## src/stop_event_pkg.sv

```systemverilog
package stop_event_pkg;

	localparam int ADDR_W = 18;

	// Register indices; byte address is four times the index
	localparam logic [15:0] IDX_MODE   = 16'hf410;
	localparam logic [15:0] IDX_FS0    = 16'hf416;
	localparam logic [15:0] IDX_FS1    = 16'hf418;
	localparam logic [15:0] IDX_ENABLE = 16'hf41a;
	localparam logic [15:0] IDX_STATUS = 16'hf41c;
	localparam logic [15:0] IDX_CLEAR  = 16'hf41e;

	localparam logic [15:0] RST_REG    = 16'h0000;
	localparam logic [15:0] FS_MASK    = 16'h6707;
	localparam logic [15:0] EN_MASK    = 16'h3f7f;
	localparam logic [15:0] OUT1_BITS  = 16'h1818;
	localparam logic [15:0] MODE_MASK  = 16'h0007;

	localparam int FS_QUAL_LSB = 13;
	localparam int FS_SRC_LSB  = 8;
	localparam int FS_HALT     = 2;
	localparam int FS_FRZ1     = 1;
	localparam int FS_FRZ0     = 0;
	localparam int MD_CAPTURE  = 0;
	localparam int MD_LVL0     = 1;
	localparam int MD_LVL1     = 2;
	localparam int EN_TRIG_LSB = 8;

	typedef enum logic [1:0] {
		Q_RISE,
		Q_FALL,
		Q_HIGH,
		Q_LOW
	} qual_t;

	typedef struct packed {
		qual_t      qual;
		logic [2:0] src;
		logic       halt;
		logic       frz1;
		logic       frz0;
	} fs_cfg_t;

	// Period is bit 0, matching status and enable layout
	typedef struct packed {
		logic trig_start;
		logic trig_stop;
		logic fall1;
		logic rise1;
		logic fall0;
		logic rise0;
		logic period;
	} core_ev_t;

endpackage : stop_event_pkg

```

## src/forced_stop_event_ctrl.sv

```systemverilog
`timescale 1ns/1ns
module forced_stop_event_ctrl
	import stop_event_pkg::*;
#(
	parameter bit HAS_OUT1 = 1'b1
)
(
	// Clock and reset
	input  wire logic                clock,
	input  wire logic                sys_rst,
	// Avalon-MM slave
	input  wire logic [ADDR_W-1:0]   avs_address,
	input  wire logic                avs_read,
	input  wire logic                avs_write,
	input  wire logic [3:0]          avs_byteenable,
	input  wire logic [31:0]         avs_writedata,
	output logic      [31:0]         avs_readdata,
	output logic                     avs_waitrequest,
	// Stop sources: ext0, ext2, cmp0..2, ch0..2 out0
	input  wire logic [7:0]          stop_src_pins,
	// Counter core
	input  wire logic                period_end,
	input  wire core_ev_t            core_events,
	input  wire logic [15:0]         counter_value,
	input  wire logic [15:0]         rise0_value,
	input  wire logic                pwm_in_a,
	input  wire logic                pwm_in_b,
	// Results
	output logic                     pwm_output_a,
	output logic                     pwm_output_b,
	output logic                     counter_halt,
	output logic                     forced_stop_active,
	output logic                     channel_irq_out,
	output logic                     channel_trigger_out
);

	// ************************************************
	// Input synchronisers
	// ************************************************
	logic [7:0] src_meta_q;
	logic [7:0] src_sync_q;

	genvar gi;
	generate
		for (gi = 0; gi < 8; gi++)
		begin : g_sync
			always_ff @(posedge clock or posedge sys_rst)
			begin
				if (sys_rst)
				begin
					src_meta_q[gi] <= 1'b0;
					src_sync_q[gi] <= 1'b0;
				end
				else
				begin
					src_meta_q[gi] <= stop_src_pins[gi];
					src_sync_q[gi] <= src_meta_q[gi];
				end
			end
		end
	endgenerate

	// ************************************************
	// Register bus
	// ************************************************
	logic [15:0] mode_q, mode_d;
	logic [15:0] fs0_q, fs0_d;
	logic [15:0] fs1_q, fs1_d;
	logic [15:0] en_q, en_d;
	logic [7:0]  st_q, st_d;
	logic        ack_q, ack_d;
	logic [31:0] rdata_q, rdata_d;
	logic        req;
	logic        wr_go;
	logic [15:0] widx;
	logic [15:0] rd_val;
	logic [15:0] out1_keep;
	logic [7:0]  st_set;
	logic [7:0]  st_clr;

	assign req             = avs_read | avs_write;
	assign avs_waitrequest = req & ~ack_q;
	assign avs_readdata    = rdata_q;
	assign widx            = avs_address[ADDR_W-1:2];
	assign wr_go           = avs_write & ack_q;
	assign out1_keep       = HAS_OUT1 ? 16'hffff : ~OUT1_BITS;

	function automatic logic [15:0] merge16(
		input logic [15:0] old,
		input logic [31:0] wd,
		input logic [3:0]  be,
		input logic [15:0] mask
	);
		logic [15:0] v;
		v = old;
		if (be[0])
			v[7:0] = wd[7:0];
		if (be[1])
			v[15:8] = wd[15:8];
		return v & mask;
	endfunction : merge16

	always_comb
	begin
		rd_val = 16'h0000;
		case (widx)
			IDX_MODE:   rd_val = mode_q;
			IDX_FS0:    rd_val = fs0_q;
			IDX_FS1:    rd_val = fs1_q;
			IDX_ENABLE: rd_val = en_q;
			IDX_STATUS: rd_val = {8'h00, st_q};
			default:    rd_val = 16'h0000;
		endcase
	end

	always_comb
	begin
		ack_d   = req & ~ack_q;
		rdata_d = rdata_q;
		if (avs_read & ~ack_q)
			rdata_d = {16'h0000, rd_val};
		mode_d = mode_q;
		fs0_d  = fs0_q;
		fs1_d  = fs1_q;
		en_d   = en_q;
		st_clr = 8'h00;
		if (wr_go)
		begin
			case (widx)
				IDX_MODE:
					mode_d = merge16(mode_q, avs_writedata,
						avs_byteenable, MODE_MASK);
				IDX_FS0:
					fs0_d = merge16(fs0_q, avs_writedata,
						avs_byteenable, FS_MASK & out1_keep);
				IDX_FS1:
					fs1_d = merge16(fs1_q, avs_writedata,
						avs_byteenable, FS_MASK & out1_keep);
				IDX_ENABLE:
					en_d = merge16(en_q, avs_writedata,
						avs_byteenable, EN_MASK & out1_keep);
				IDX_CLEAR:
					if (avs_byteenable[0])
						st_clr = avs_writedata[7:0];
				default:
					st_clr = 8'h00;
			endcase
		end
		// Set beats a same-cycle clear
		st_d = (st_q & ~st_clr) | st_set;
	end

	always_ff @(posedge clock or posedge sys_rst)
	begin
		if (sys_rst)
		begin
			ack_q   <= 1'b0;
			rdata_q <= 32'h0000_0000;
			mode_q  <= RST_REG;
			fs0_q   <= RST_REG;
			fs1_q   <= RST_REG;
			en_q    <= RST_REG;
			st_q    <= 8'h00;
		end
		else
		begin
			ack_q   <= ack_d;
			rdata_q <= rdata_d;
			mode_q  <= mode_d;
			fs0_q   <= fs0_d;
			fs1_q   <= fs1_d;
			en_q    <= en_d;
			st_q    <= st_d;
		end
	end

	// ************************************************
	// Forced-stop paths
	// ************************************************
	fs_cfg_t    cfg [2];
	logic [1:0] prev_q, prev_d;
	logic [1:0] act_q, act_d;
	logic [1:0] disarm;
	logic [1:0] sel;

	assign cfg[0] = '{qual: qual_t'(fs0_q[FS_QUAL_LSB +: 2]),
		src: fs0_q[FS_SRC_LSB +: 3], halt: fs0_q[FS_HALT],
		frz1: fs0_q[FS_FRZ1], frz0: fs0_q[FS_FRZ0]};
	assign cfg[1] = '{qual: qual_t'(fs1_q[FS_QUAL_LSB +: 2]),
		src: fs1_q[FS_SRC_LSB +: 3], halt: fs1_q[FS_HALT],
		frz1: fs1_q[FS_FRZ1], frz0: fs1_q[FS_FRZ0]};

	// Writing a path with halt and freezes off drops a stuck stop
	assign disarm[0] = wr_go & (widx == IDX_FS0) &
		~|(fs0_d & 16'h0007);
	assign disarm[1] = wr_go & (widx == IDX_FS1) &
		~|(fs1_d & 16'h0007);

	generate
		for (gi = 0; gi < 2; gi++)
		begin : g_path
			always_comb
			begin
				sel[gi]    = src_sync_q[cfg[gi].src];
				prev_d[gi] = sel[gi];
				act_d[gi]  = act_q[gi];
				case (cfg[gi].qual)
					Q_RISE:
						act_d[gi] = (sel[gi] & ~prev_q[gi]) |
							(act_q[gi] & ~disarm[gi] &
							~(period_end & ~cfg[gi].halt));
					Q_FALL:
						act_d[gi] = (~sel[gi] & prev_q[gi]) |
							(act_q[gi] & ~disarm[gi] &
							~(period_end & ~cfg[gi].halt));
					Q_HIGH:
						act_d[gi] = sel[gi];
					Q_LOW:
						act_d[gi] = ~sel[gi];
					default:
						act_d[gi] = 1'b0;
				endcase
			end
		end
	endgenerate

	always_ff @(posedge clock or posedge sys_rst)
	begin
		if (sys_rst)
		begin
			prev_q <= 2'b00;
			act_q  <= 2'b00;
		end
		else
		begin
			prev_q <= prev_d;
			act_q  <= act_d;
		end
	end

	// ************************************************
	// Outputs and events
	// ************************************************
	logic     frz_a, frz_b, halt_d, fs_d;
	logic     out_a_d, out_b_d, out_a_q, out_b_q;
	logic     halt_q, fs_q, irq_q, irq_d, trg_q, trg_d;
	logic     half_q, half_match;
	logic     capture;
	core_ev_t ev;
	logic [5:0] trg_ev;

	assign capture    = mode_q[MD_CAPTURE];
	assign half_match = counter_value == (rise0_value >> 1);

	always_comb
	begin
		fs_d   = |act_q;
		halt_d = (act_q[0] & cfg[0].halt) |
			(act_q[1] & cfg[1].halt);
		frz_a  = (act_q[0] & cfg[0].frz0) |
			(act_q[1] & cfg[1].frz0);
		frz_b  = HAS_OUT1 & ((act_q[0] & cfg[0].frz1) |
			(act_q[1] & cfg[1].frz1));
		out_a_d = frz_a ? mode_q[MD_LVL0] : pwm_in_a;
		out_b_d = frz_b ? mode_q[MD_LVL1] : pwm_in_b;
		// Output 1 matches do not exist in capture mode
		ev        = core_events;
		ev.rise1  = core_events.rise1 & ~capture & HAS_OUT1;
		ev.fall1  = core_events.fall1 & ~capture & HAS_OUT1;
		st_set    = {|(act_q & ~{fs_q, fs_q}) & ~fs_q, ev};
		irq_d     = |(ev & en_q[6:0]);
		trg_ev    = {half_match & ~half_q, ev.fall1, ev.rise1,
			ev.fall0, ev.rise0, ev.period};
		trg_d     = |(trg_ev & en_q[EN_TRIG_LSB +: 6]);
	end

	always_ff @(posedge clock or posedge sys_rst)
	begin
		if (sys_rst)
		begin
			out_a_q <= 1'b0;
			out_b_q <= 1'b0;
			halt_q  <= 1'b0;
			fs_q    <= 1'b0;
			irq_q   <= 1'b0;
			trg_q   <= 1'b0;
			half_q  <= 1'b0;
		end
		else
		begin
			out_a_q <= out_a_d;
			out_b_q <= out_b_d;
			halt_q  <= halt_d;
			fs_q    <= fs_d;
			irq_q   <= irq_d;
			trg_q   <= trg_d;
			half_q  <= half_match;
		end
	end

	assign pwm_output_a        = out_a_q;
	assign pwm_output_b        = out_b_q;
	assign counter_halt        = halt_q;
	assign forced_stop_active  = fs_q;
	assign channel_irq_out     = irq_q;
	assign channel_trigger_out = trg_q;
endmodule : forced_stop_event_ctrl

```

## config.mk

```make
export PLATFORM = sky130hd
export DESIGN_NAME = forced_stop_event_ctrl
export DESIGN_NICKNAME = d
export VERILOG_FILES = /design/src/stop_event_pkg.sv /design/src/forced_stop_event_ctrl.sv
export SDC_FILE = /design/constraint.sdc
export NUM_CORES = 1
export LEC_CHECK = 0
export BUFFER_PORTS_ARGS = -buffer_cell sky130_fd_sc_hd__buf_2
export CORE_MARGIN = 4
export CORE_UTILIZATION = 44
export CTS_BUF_LIST = sky130_fd_sc_hd__clkbuf_4 sky130_fd_sc_hd__clkbuf_8 sky130_fd_sc_hd__clkbuf_16
export DETAILED_ROUTE_END_ITERATION = 8
export PLACE_DENSITY = 0.76
export SLEW_MARGIN = 40
export SYNTH_ARGS = -nofsm -noshare
export SYNTH_HDL_FRONTEND = slang
export SYNTH_SLANG_ARGS = --single-unit
```

## constraint.sdc

```tcl
create_clock -name clock -period 2.5 [get_ports clock]
set_input_delay 0.25 -clock clock [delete_from_list [all_inputs] [get_ports clock]]
set_output_delay 0.25 -clock clock [all_outputs]
set_load 0.02 [all_outputs]
```

==> results.txt, run 1 <==
- Global-route wire length before repair: 14600 um
- Dividing total power by cell area gives a power density of 533 nW/um^2.
- CP startpoint kind: primary input
- The routed design has 9000 um of wire.
* Critical path origin: avs_address[9]
* Unrepaired setup endpoints after global routing: no
- 0 antenna diodes ended up in the layout.
- Hold Violations, Final: 0
* Reg2reg end: st_q[4]
- The critical path ends at mode_q[2].
- Remaining routing DRC violations: 0
- The analysis attributes to cell leakage a power of 2.30 nW.
- Period minus WS final: 1860 ps
* Routed via count: 2966
- Number of buffers created by CTS: 9
* Run status: complete, no violations
- The number of global-route vias before repair was 3016.
- Horizontal die dimension: 102 um
* Beginning of the worst register-to-register path: ack_q
* Starting Density: 0.459
* Delay of the slowest cell on the worst path: 690 ps
- Largest net degree at the start of global routing: 46
* Slew headroom: 0.549
- Type of the worst setup path: in2reg
- Measured slew at the worst slew-check pin: 676 ps
* Die boundary height: 102 um
* Yosys Warn Count: 0
- Summing every instance area after synthesis gives 3850 sq um.
- After legalization and detailed placement, the total HPWL measured 6910 um.
- CTS Root Buffer Type: sky130_fd_sc_hd__clkbuf_8
* Synth area leader: sky130_fd_sc_hd__dfrtp_1
- Count of maximum capacitance violations: 0
- Post-synth top area share: 0.539
* Required time of the worst setup path: 2740 ps
- Number of nets with antenna violations after routing: 0
* TritonCTS sink count: 83
* Worst hold-check path type: in2reg
* Post-DR wirelength/cell: 16.5 um
* Remaining global-route overflow: 0
* Highest clock rate: 0.538 GHz
- In the global route stage, overall resource usage came out at 0.184.
- Buffers from clock root to sink, at most: 2
* Share of the clock period used by the worst path: 0.744
- Crit path max-delay cell type: sky130_fd_sc_hd__or4b_4
- Clock-pin slew was measured on the worst setup and hold paths at 80 ps.
- Register-to-register path setup slack: 710 ps
- The number of antenna violations at the first check in global routing is 0.
- Cell variety after synth: 43
- CTS tree: yes
- Post-CTS timing repair inserted 0 buffers for setup.
* Count of buffers from port buffering: 107
* Layout overhead on the synthesized area: 24.2%
- The region available for standard cell placement spans 8380 sq um.
* List of cells traversed by the critical path: buf_2 > nor4_2 > nand4_2 > or4b_4 > mux2_2
* Register area share after synthesis: 0.539
- Count of pins on the block boundary: 147
- Final net count: 545
- By area the synthesized netlist is led by sky130_fd_sc_hd__dfrtp_1 (54%), sky130_fd_sc_hd__mux2_2 (11%), sky130_fd_sc_hd__buf_4 (3.5%), sky130_fd_sc_hd__xnor2_1 (3.2%), sky130_fd_sc_hd__a22oi_1 (2.5%).
- In the routed layout, each cell is associated on average with a via count of 5.44.
- Of the cells placed in the final design, the portion with a size suffix greater than 1 is 0.418.
* VDD IR max: 440 uV
- For the worst setup path, the data arrival time is 2100 ps.
- In this run the worst path has a maximum fanout of 14.
* Hold Slack: 105 ps
* Final-layout setup total negative slack: 0 ps
- The clock reaches the later pin of the worst-skew pair after 350 ps.
- Die footprint: 10300 sq um
* Setup-failing EPs final: 0
- The cell count after synthesis came out at 307.
- The floorplan has 33 rows.
* Worst clock skew: 15.1 ps
- Counting cells, the worst reg-to-reg path comes to 4.
- Gp weighted congestion: 0.844
- Synthesis-stage register bit count: 83
- Mean instance size in the synthesized netlist: 12.5 sq um
- First drt pass iteration count: 6
* Detailed Route Iter0 Violations: 128
* Number of pins exceeding their max-slew limit in the final report: 0
- Total power for the finished layout comes to 0.00255 W.
- Number of levels the H-tree was split into: 3
* Critical path endpoint category: register
-- area by class of cell --
cell class / instances / area [sq um]
fill: 713 / 3600
clock inverter: 5 / 56.3
inverter: 9 / 35.0
timing repair buffer: 127 / 721
sequential: 83 / 2080
tap: 105 / 131
clock buffer: 9 / 124
multi-input combinational: 207 / 1640
-- worst min-delay path by stage --
| stage | start | end | slack (ps) | depth (start not counted) |
|---|---|---|---|---|
| final | core_events[5] | st_q[5] | 110 | 2 |
| after global routing | core_events[5] | st_q[5] | 90 | 2 |
| after CTS | core_events[5] | st_q[5] | 90 | 2 |
| after detailed placement | src_meta_q[2] | src_sync_q[2] | 330 | 0 |
| after global placement | src_meta_q[4] | src_sync_q[4] | 330 | 0 |
| after floorplan | stop_src_pins[0] | src_meta_q[0] | 280 | 0 |
-- cell families after synthesis --
| logic type | Yosys count | synth area share |
|---|---|---|
| buf+inv | 33 | 0.0504 |
| simple gates | 70 | 0.111 |
| other cells | 1 | 0.000974 |
| flops | 83 | 0.539 |
| xor+xnor | 17 | 0.0387 |
| compound gates | 58 | 0.117 |
| mux | 45 | 0.142 |
-- cells in the final DEF (no fill, tap or decap), types with 9 or more instances in the layout --
cell,n
sky130_fd_sc_hd__buf_2,107
sky130_fd_sc_hd__dfrtp_1,83
sky130_fd_sc_hd__mux2_2,38
sky130_fd_sc_hd__conb_1,17
sky130_fd_sc_hd__xnor2_1,14
sky130_fd_sc_hd__a22oi_1,13
sky130_fd_sc_hd__nand3_1,11
sky130_fd_sc_hd__nand2_1,10
sky130_fd_sc_hd__buf_4,10
sky130_fd_sc_hd__clkbuf_8,9
sky130_fd_sc_hd__dlygate4sd3_1,9
-- flip-flops by register name (all words and copies together), names as in the netlist --
register,cells
avs_readdata,15
forced_stop_active,1
act_q,2
en_q,13
fs1_q,8
prev_q,2
channel_trigger_out,1
fs0_q,8
mode_q,3
pwm_output_a,1
channel_irq_out,1
src_meta_q,8
pwm_output_b,1
src_sync_q,8
st_q,8
ack_q,1
half_q,1
counter_halt,1
-- report_power, final --
group          internal (W)  switching [W]
combinational      0.000112       0.000149
clock              0.000449       0.000461
sequential          0.00136      0.0000135
-- critical path: cells and delay by family --
family        cells  cell delay, ps
simple gates      3            1450
buf+inv           1             100
mux               1             290
-- cell usage after synthesis --
| cell type | number |
|---|---|
| sky130_fd_sc_hd__dfrtp_1 | 83 |
| sky130_fd_sc_hd__mux2_2 | 38 |
| sky130_fd_sc_hd__buf_4 | 18 |
| sky130_fd_sc_hd__xnor2_1 | 14 |
| sky130_fd_sc_hd__a22oi_1 | 13 |
| sky130_fd_sc_hd__nand3_1 | 11 |
| sky130_fd_sc_hd__nand2_1 | 10 |
| sky130_fd_sc_hd__inv_1 | 9 |
| sky130_fd_sc_hd__a21o_1 | 8 |
| sky130_fd_sc_hd__nor2_1 | 8 |
| sky130_fd_sc_hd__a22o_1 | 7 |
| sky130_fd_sc_hd__nand4_1 | 7 |
| sky130_fd_sc_hd__o211ai_1 | 7 |
| sky130_fd_sc_hd__and2_1 | 6 |
| sky130_fd_sc_hd__nor2b_1 | 5 |
| sky130_fd_sc_hd__nor3_1 | 5 |
| sky130_fd_sc_hd__a221o_1 | 4 |
| sky130_fd_sc_hd__clkbuf_1 | 4 |
| sky130_fd_sc_hd__mux4_2 | 4 |
| sky130_fd_sc_hd__o21ai_0 | 4 |
| sky130_fd_sc_hd__a2111oi_0 | 3 |
| sky130_fd_sc_hd__a221oi_1 | 3 |
| sky130_fd_sc_hd__mux2i_1 | 3 |
| sky130_fd_sc_hd__nor3b_1 | 3 |
| sky130_fd_sc_hd__nor4_1 | 3 |
| sky130_fd_sc_hd__xor2_1 | 3 |
| sky130_fd_sc_hd__a21oi_1 | 2 |
| sky130_fd_sc_hd__a222oi_1 | 2 |
| sky130_fd_sc_hd__and4_1 | 2 |
| sky130_fd_sc_hd__buf_2 | 2 |
| sky130_fd_sc_hd__nor3_2 | 2 |
| sky130_fd_sc_hd__nor4_2 | 2 |
| sky130_fd_sc_hd__o22ai_1 | 2 |
| sky130_fd_sc_hd__a31o_2 | 1 |
| sky130_fd_sc_hd__conb_1 | 1 |
| sky130_fd_sc_hd__nand2b_1 | 1 |
| sky130_fd_sc_hd__nand4_2 | 1 |
| sky130_fd_sc_hd__nor3_4 | 1 |
| sky130_fd_sc_hd__o21a_1 | 1 |
| sky130_fd_sc_hd__o311ai_0 | 1 |
| sky130_fd_sc_hd__or2_2 | 1 |
| sky130_fd_sc_hd__or4_1 | 1 |
| sky130_fd_sc_hd__or4b_4 | 1 |
-- per-layer routing --
| metal | vias to the layer above | GRT usage | share of wire | wire [um] |
|---|---|---|---|---|
| li1 | 1374 | - | - | - |
| met1 | 1444 | 0.235 | 0.41 | 3700 |
| met2 | 141 | 0.315 | 0.49 | 4420 |
| met3 | 7 | 0.0537 | 0.091 | 817 |
| met4 | 0 | 0.0337 | 0.0063 | 57 |
| met5 | - | 0 | 0 | 0 |
-- per-stage QoR --
stage | std cells | util | instance area, sq um | setup WS (ps)
after floorplan | 323 | - | 3910 | 113
after global placement | 522 | 0.538 | 4510 | 313
after detailed placement | 522 | 0.538 | 4510 | 304
after CTS | 545 | 0.571 | 4780 | 668
after global routing | 545 | 0.571 | 4780 | 583
final | 545 | 0.571 | 4780 | 640
-- what timing repair did --
action,4_1_cts,5_1_grt
hold endpoints to repair,46,0
setup endpoints to repair,0,0
hold buffers,9,0
resized for setup,0,0
Power figures use the tool's default switching activity.
==> run 2, diff against run 1 <==
==> constraint.sdc (replaced) <==
create_clock -name clock -period 1.5 [get_ports clock]
set_input_delay 0.15 -clock clock [delete_from_list [all_inputs] [get_ports clock]]
set_output_delay 0.15 -clock clock [all_outputs]
set_load 0.02 [all_outputs]
==> run 2 against run 1 <==
Compared with the run above: the run now ends with setup timing left; global-route usage is 0.99 points higher; first-iteration DRC count grew 0.78%; die area is the same; clock skew is 4.5 ps lower; sequential share of layout area shrank 2.9 points; sequential power grew 67%; setup slack worse by 750 ps; cell count increased by 4.8%; largest power group unchanged.
==> results.txt, run 2 (synthesized netlist as in run 1, its figures left out) <==
* Run status: finished with violations
* Failing checks: setup timing
- For this run, the total global-route usage over all layers was measured as 0.194.
* Clock slew at the register clock pins of the worst setup and hold paths: 90 ps
- TritonCTS built the clock tree.
- Across the run, the number of max-cap violations was 0.
* Critical path origin: fs1_q[9]
* Number of antenna violations at the first check in global routing: 0
- The final hold violation count was 0.
- TritonCTS sink count: 83
- Gp weighted congestion: 0.915
* Global-route wire length before repair: 15300 um
* Die footprint: 10300 sq um
* Detailed Route Iter0 Violations: 129
- Remaining routing DRC violations: 0
- Horizontal die dimension: 102 um
- Setup Fix Bufs, Post-CTS: 0
* Buffers from clock root to sink, at most: 2
- The worst pin sits at a relative slew slack of 0.661.
- Termination of the worst setup path: act_q[1]
* Number of nets with antenna violations after routing: 0
* Antenna diode instance count: 0
- R2r worst-path depth: 4
- Final net count: 569
- CP startpoint kind: register
* Floorplan core area: 8380 sq um
- Met2 Use GR: 0.321
- Power Dens Cells: 860 nW/um^2
* Register-to-register path setup slack: -110 ps
- Entering global routing, the biggest net connects 43 pins.
- Share of the clock period used by the worst path: 1.07
* Design Power: 0.00442 W
- Across the VDD grid, the largest voltage drop is 465 uV.
- For met3 alone, demand over resource in global routing was 0.0551.
- Once routing completed, OpenROAD measured the worst setup slack at -109 ps.
* Layout Cells excl Fill: 571
* Most Used Layer, Global Route: met2
- Remaining global-route overflow: 0
- Most frequent cells in the layout: sky130_fd_sc_hd__buf_2 (106), sky130_fd_sc_hd__dfrtp_1 (81), sky130_fd_sc_hd__mux2_2 (34), sky130_fd_sc_hd__buf_4 (29), sky130_fd_sc_hd__conb_1 (17)
* Delay of the slowest cell on the worst path: 520 ps
* CTS Root Buffer Type: sky130_fd_sc_hd__clkbuf_8
- Highest clock rate: 0.622 GHz
* Cell count after placement: 544
- Required time of the worst setup path: 1750 ps
- Worst clock skew: 10.6 ps
- Layout overhead on the synthesized area: 33.4%
- The critical path goes through mux4_2 > mux2_4 > mux2i_1 > o21ai_1.
- Arrival time of the worst setup path: 1850 ps
- Beginning of the worst register-to-register path: fs1_q[9]
- STA classifies the critical path endpoint as a register.
* Crit path max-delay cell type: sky130_fd_sc_hd__mux4_2
- Vias in the first global route: 3093
- Unrepaired setup endpoints after global routing: yes
- The later pin in the worst-skew pair is clocked with a latency of 370 ps.
* Met1 capacity usage during global routing: 0.258
* Type of the worst setup path: reg2reg
- Worst hold-check path type: in2reg
* Number of levels the H-tree was split into: 3
- Total of fill cells in the finished design: 698
- Die boundary height: 102 um
- Of all nets on the critical path, the largest fanout is 3.
- The analysis attributes to cell leakage a power of 2.48 nW.
- During placement, the flow inserted port buffers numbering 107.
* Share of post-route cells with drive strength above 1: 0.474
- The register with the most flip-flops in the layout has 15 of them.
* Standard-cell row count: 33
- Period minus WS final: 1610 ps
* Count of pins on the block boundary: 147
- First drt pass iteration count: 5
- In this run the critical register-to-register path is captured at act_q[1].
- Setup violations remaining at the end of the flow were counted as 2.
- For this configuration, the core starts out at a cell density of 0.459.
- Measured slew at the worst slew-check pin: 496 ps
- Number of pins exceeding their max-slew limit in the final report: 0
- Using the TritonRoute via totals, the vias-per-cell ratio works out to 5.30.
- After detailed routing, the average wire length per cell comes to 17.1 um.
- Pre-CTS setup slack: -283 ps
* Detail Placement HPWL: 7550 um
* Most common cell after layout, fill and taps aside: sky130_fd_sc_hd__buf_2
* Total Routed Length: 9770 um
- Routed via count: 3024
- Number of buffers created by CTS: 9
[run 2: cell count changes in the layout (fill, tap and decap cells not counted), sizes merged]
cell / change
clkinv: -2
buf: +22
dlygate4sd3: +2
inv: +5
bufinv: -1
[run 2: how the worst min path moves through the flow]
stage	start	to	slack (ps)	cells past startpoint
2_1_floorplan	stop_src_pins[0]	src_meta_q[0]	180	0
3_3_place_gp	sys_rst	prev_q[1]	190	2
3_5_place_dp	sys_rst	fs1_q[14]	210	2
4_1_cts	core_events[2]	st_q[2]	10	2
5_1_grt	core_events[2]	st_q[2]	6	2
6_report	pwm_in_a	pwm_output_a	20	2
[run 2: layout make-up]
type | count | area [sq um] | area share
well taps | 105 | 131 | 0.0256
clock buffers | 9 | 124 | 0.0241
flip-flops and latches | 83 | 2080 | 0.405
inverters | 9 | 37.5 | 0.00731
repair buffers | 151 | 941 | 0.183
clock inverters | 7 | 76.3 | 0.0149
multi-input cells | 207 | 1750 | 0.340
[run 2: worst max-delay path, delay by kind of cell (launching register included)]
family          cells  cell delay [ps]
flops               1              430
compound gates      1               90
mux                 3              980
[run 2: per-layer routing]
metal	up-vias	routed length (um)	share of wire
li1	1425	-	-
met1	1452	4140	0.42
met2	136	4760	0.49
met3	11	761	0.078
met4	0	101	0.010
met5	-	0	0
[run 2: metrics by stage]
stage	setup TNS, ps	hold slack (ps)	area [sq um]	utilization
final	-173	20.8	5130	0.613
after global placement	-8040	193	4750	0.567
after detailed placement	-9200	212	4750	0.567
after CTS	-250	9.90	5080	0.606
after floorplan	-1680	181	3970	-
after global routing	-297	5.62	5130	0.613
[run 2: where the power goes]
| group | switching [W] | internal (W) |
|---|---|---|
| sequential | 0.0000240 | 0.00227 |
| clock | 0.000940 | 0.000664 |
| combinational | 0.000281 | 0.000232 |
[run 2: repair_timing]
item | in CTS | in global routing
endpoints found under the setup margin | 13 | 37
gates resized for setup | 3 | 13
pin swaps | 0 | 2
endpoints found under the hold margin | 29 | 0
hold buffers | 11 | 0
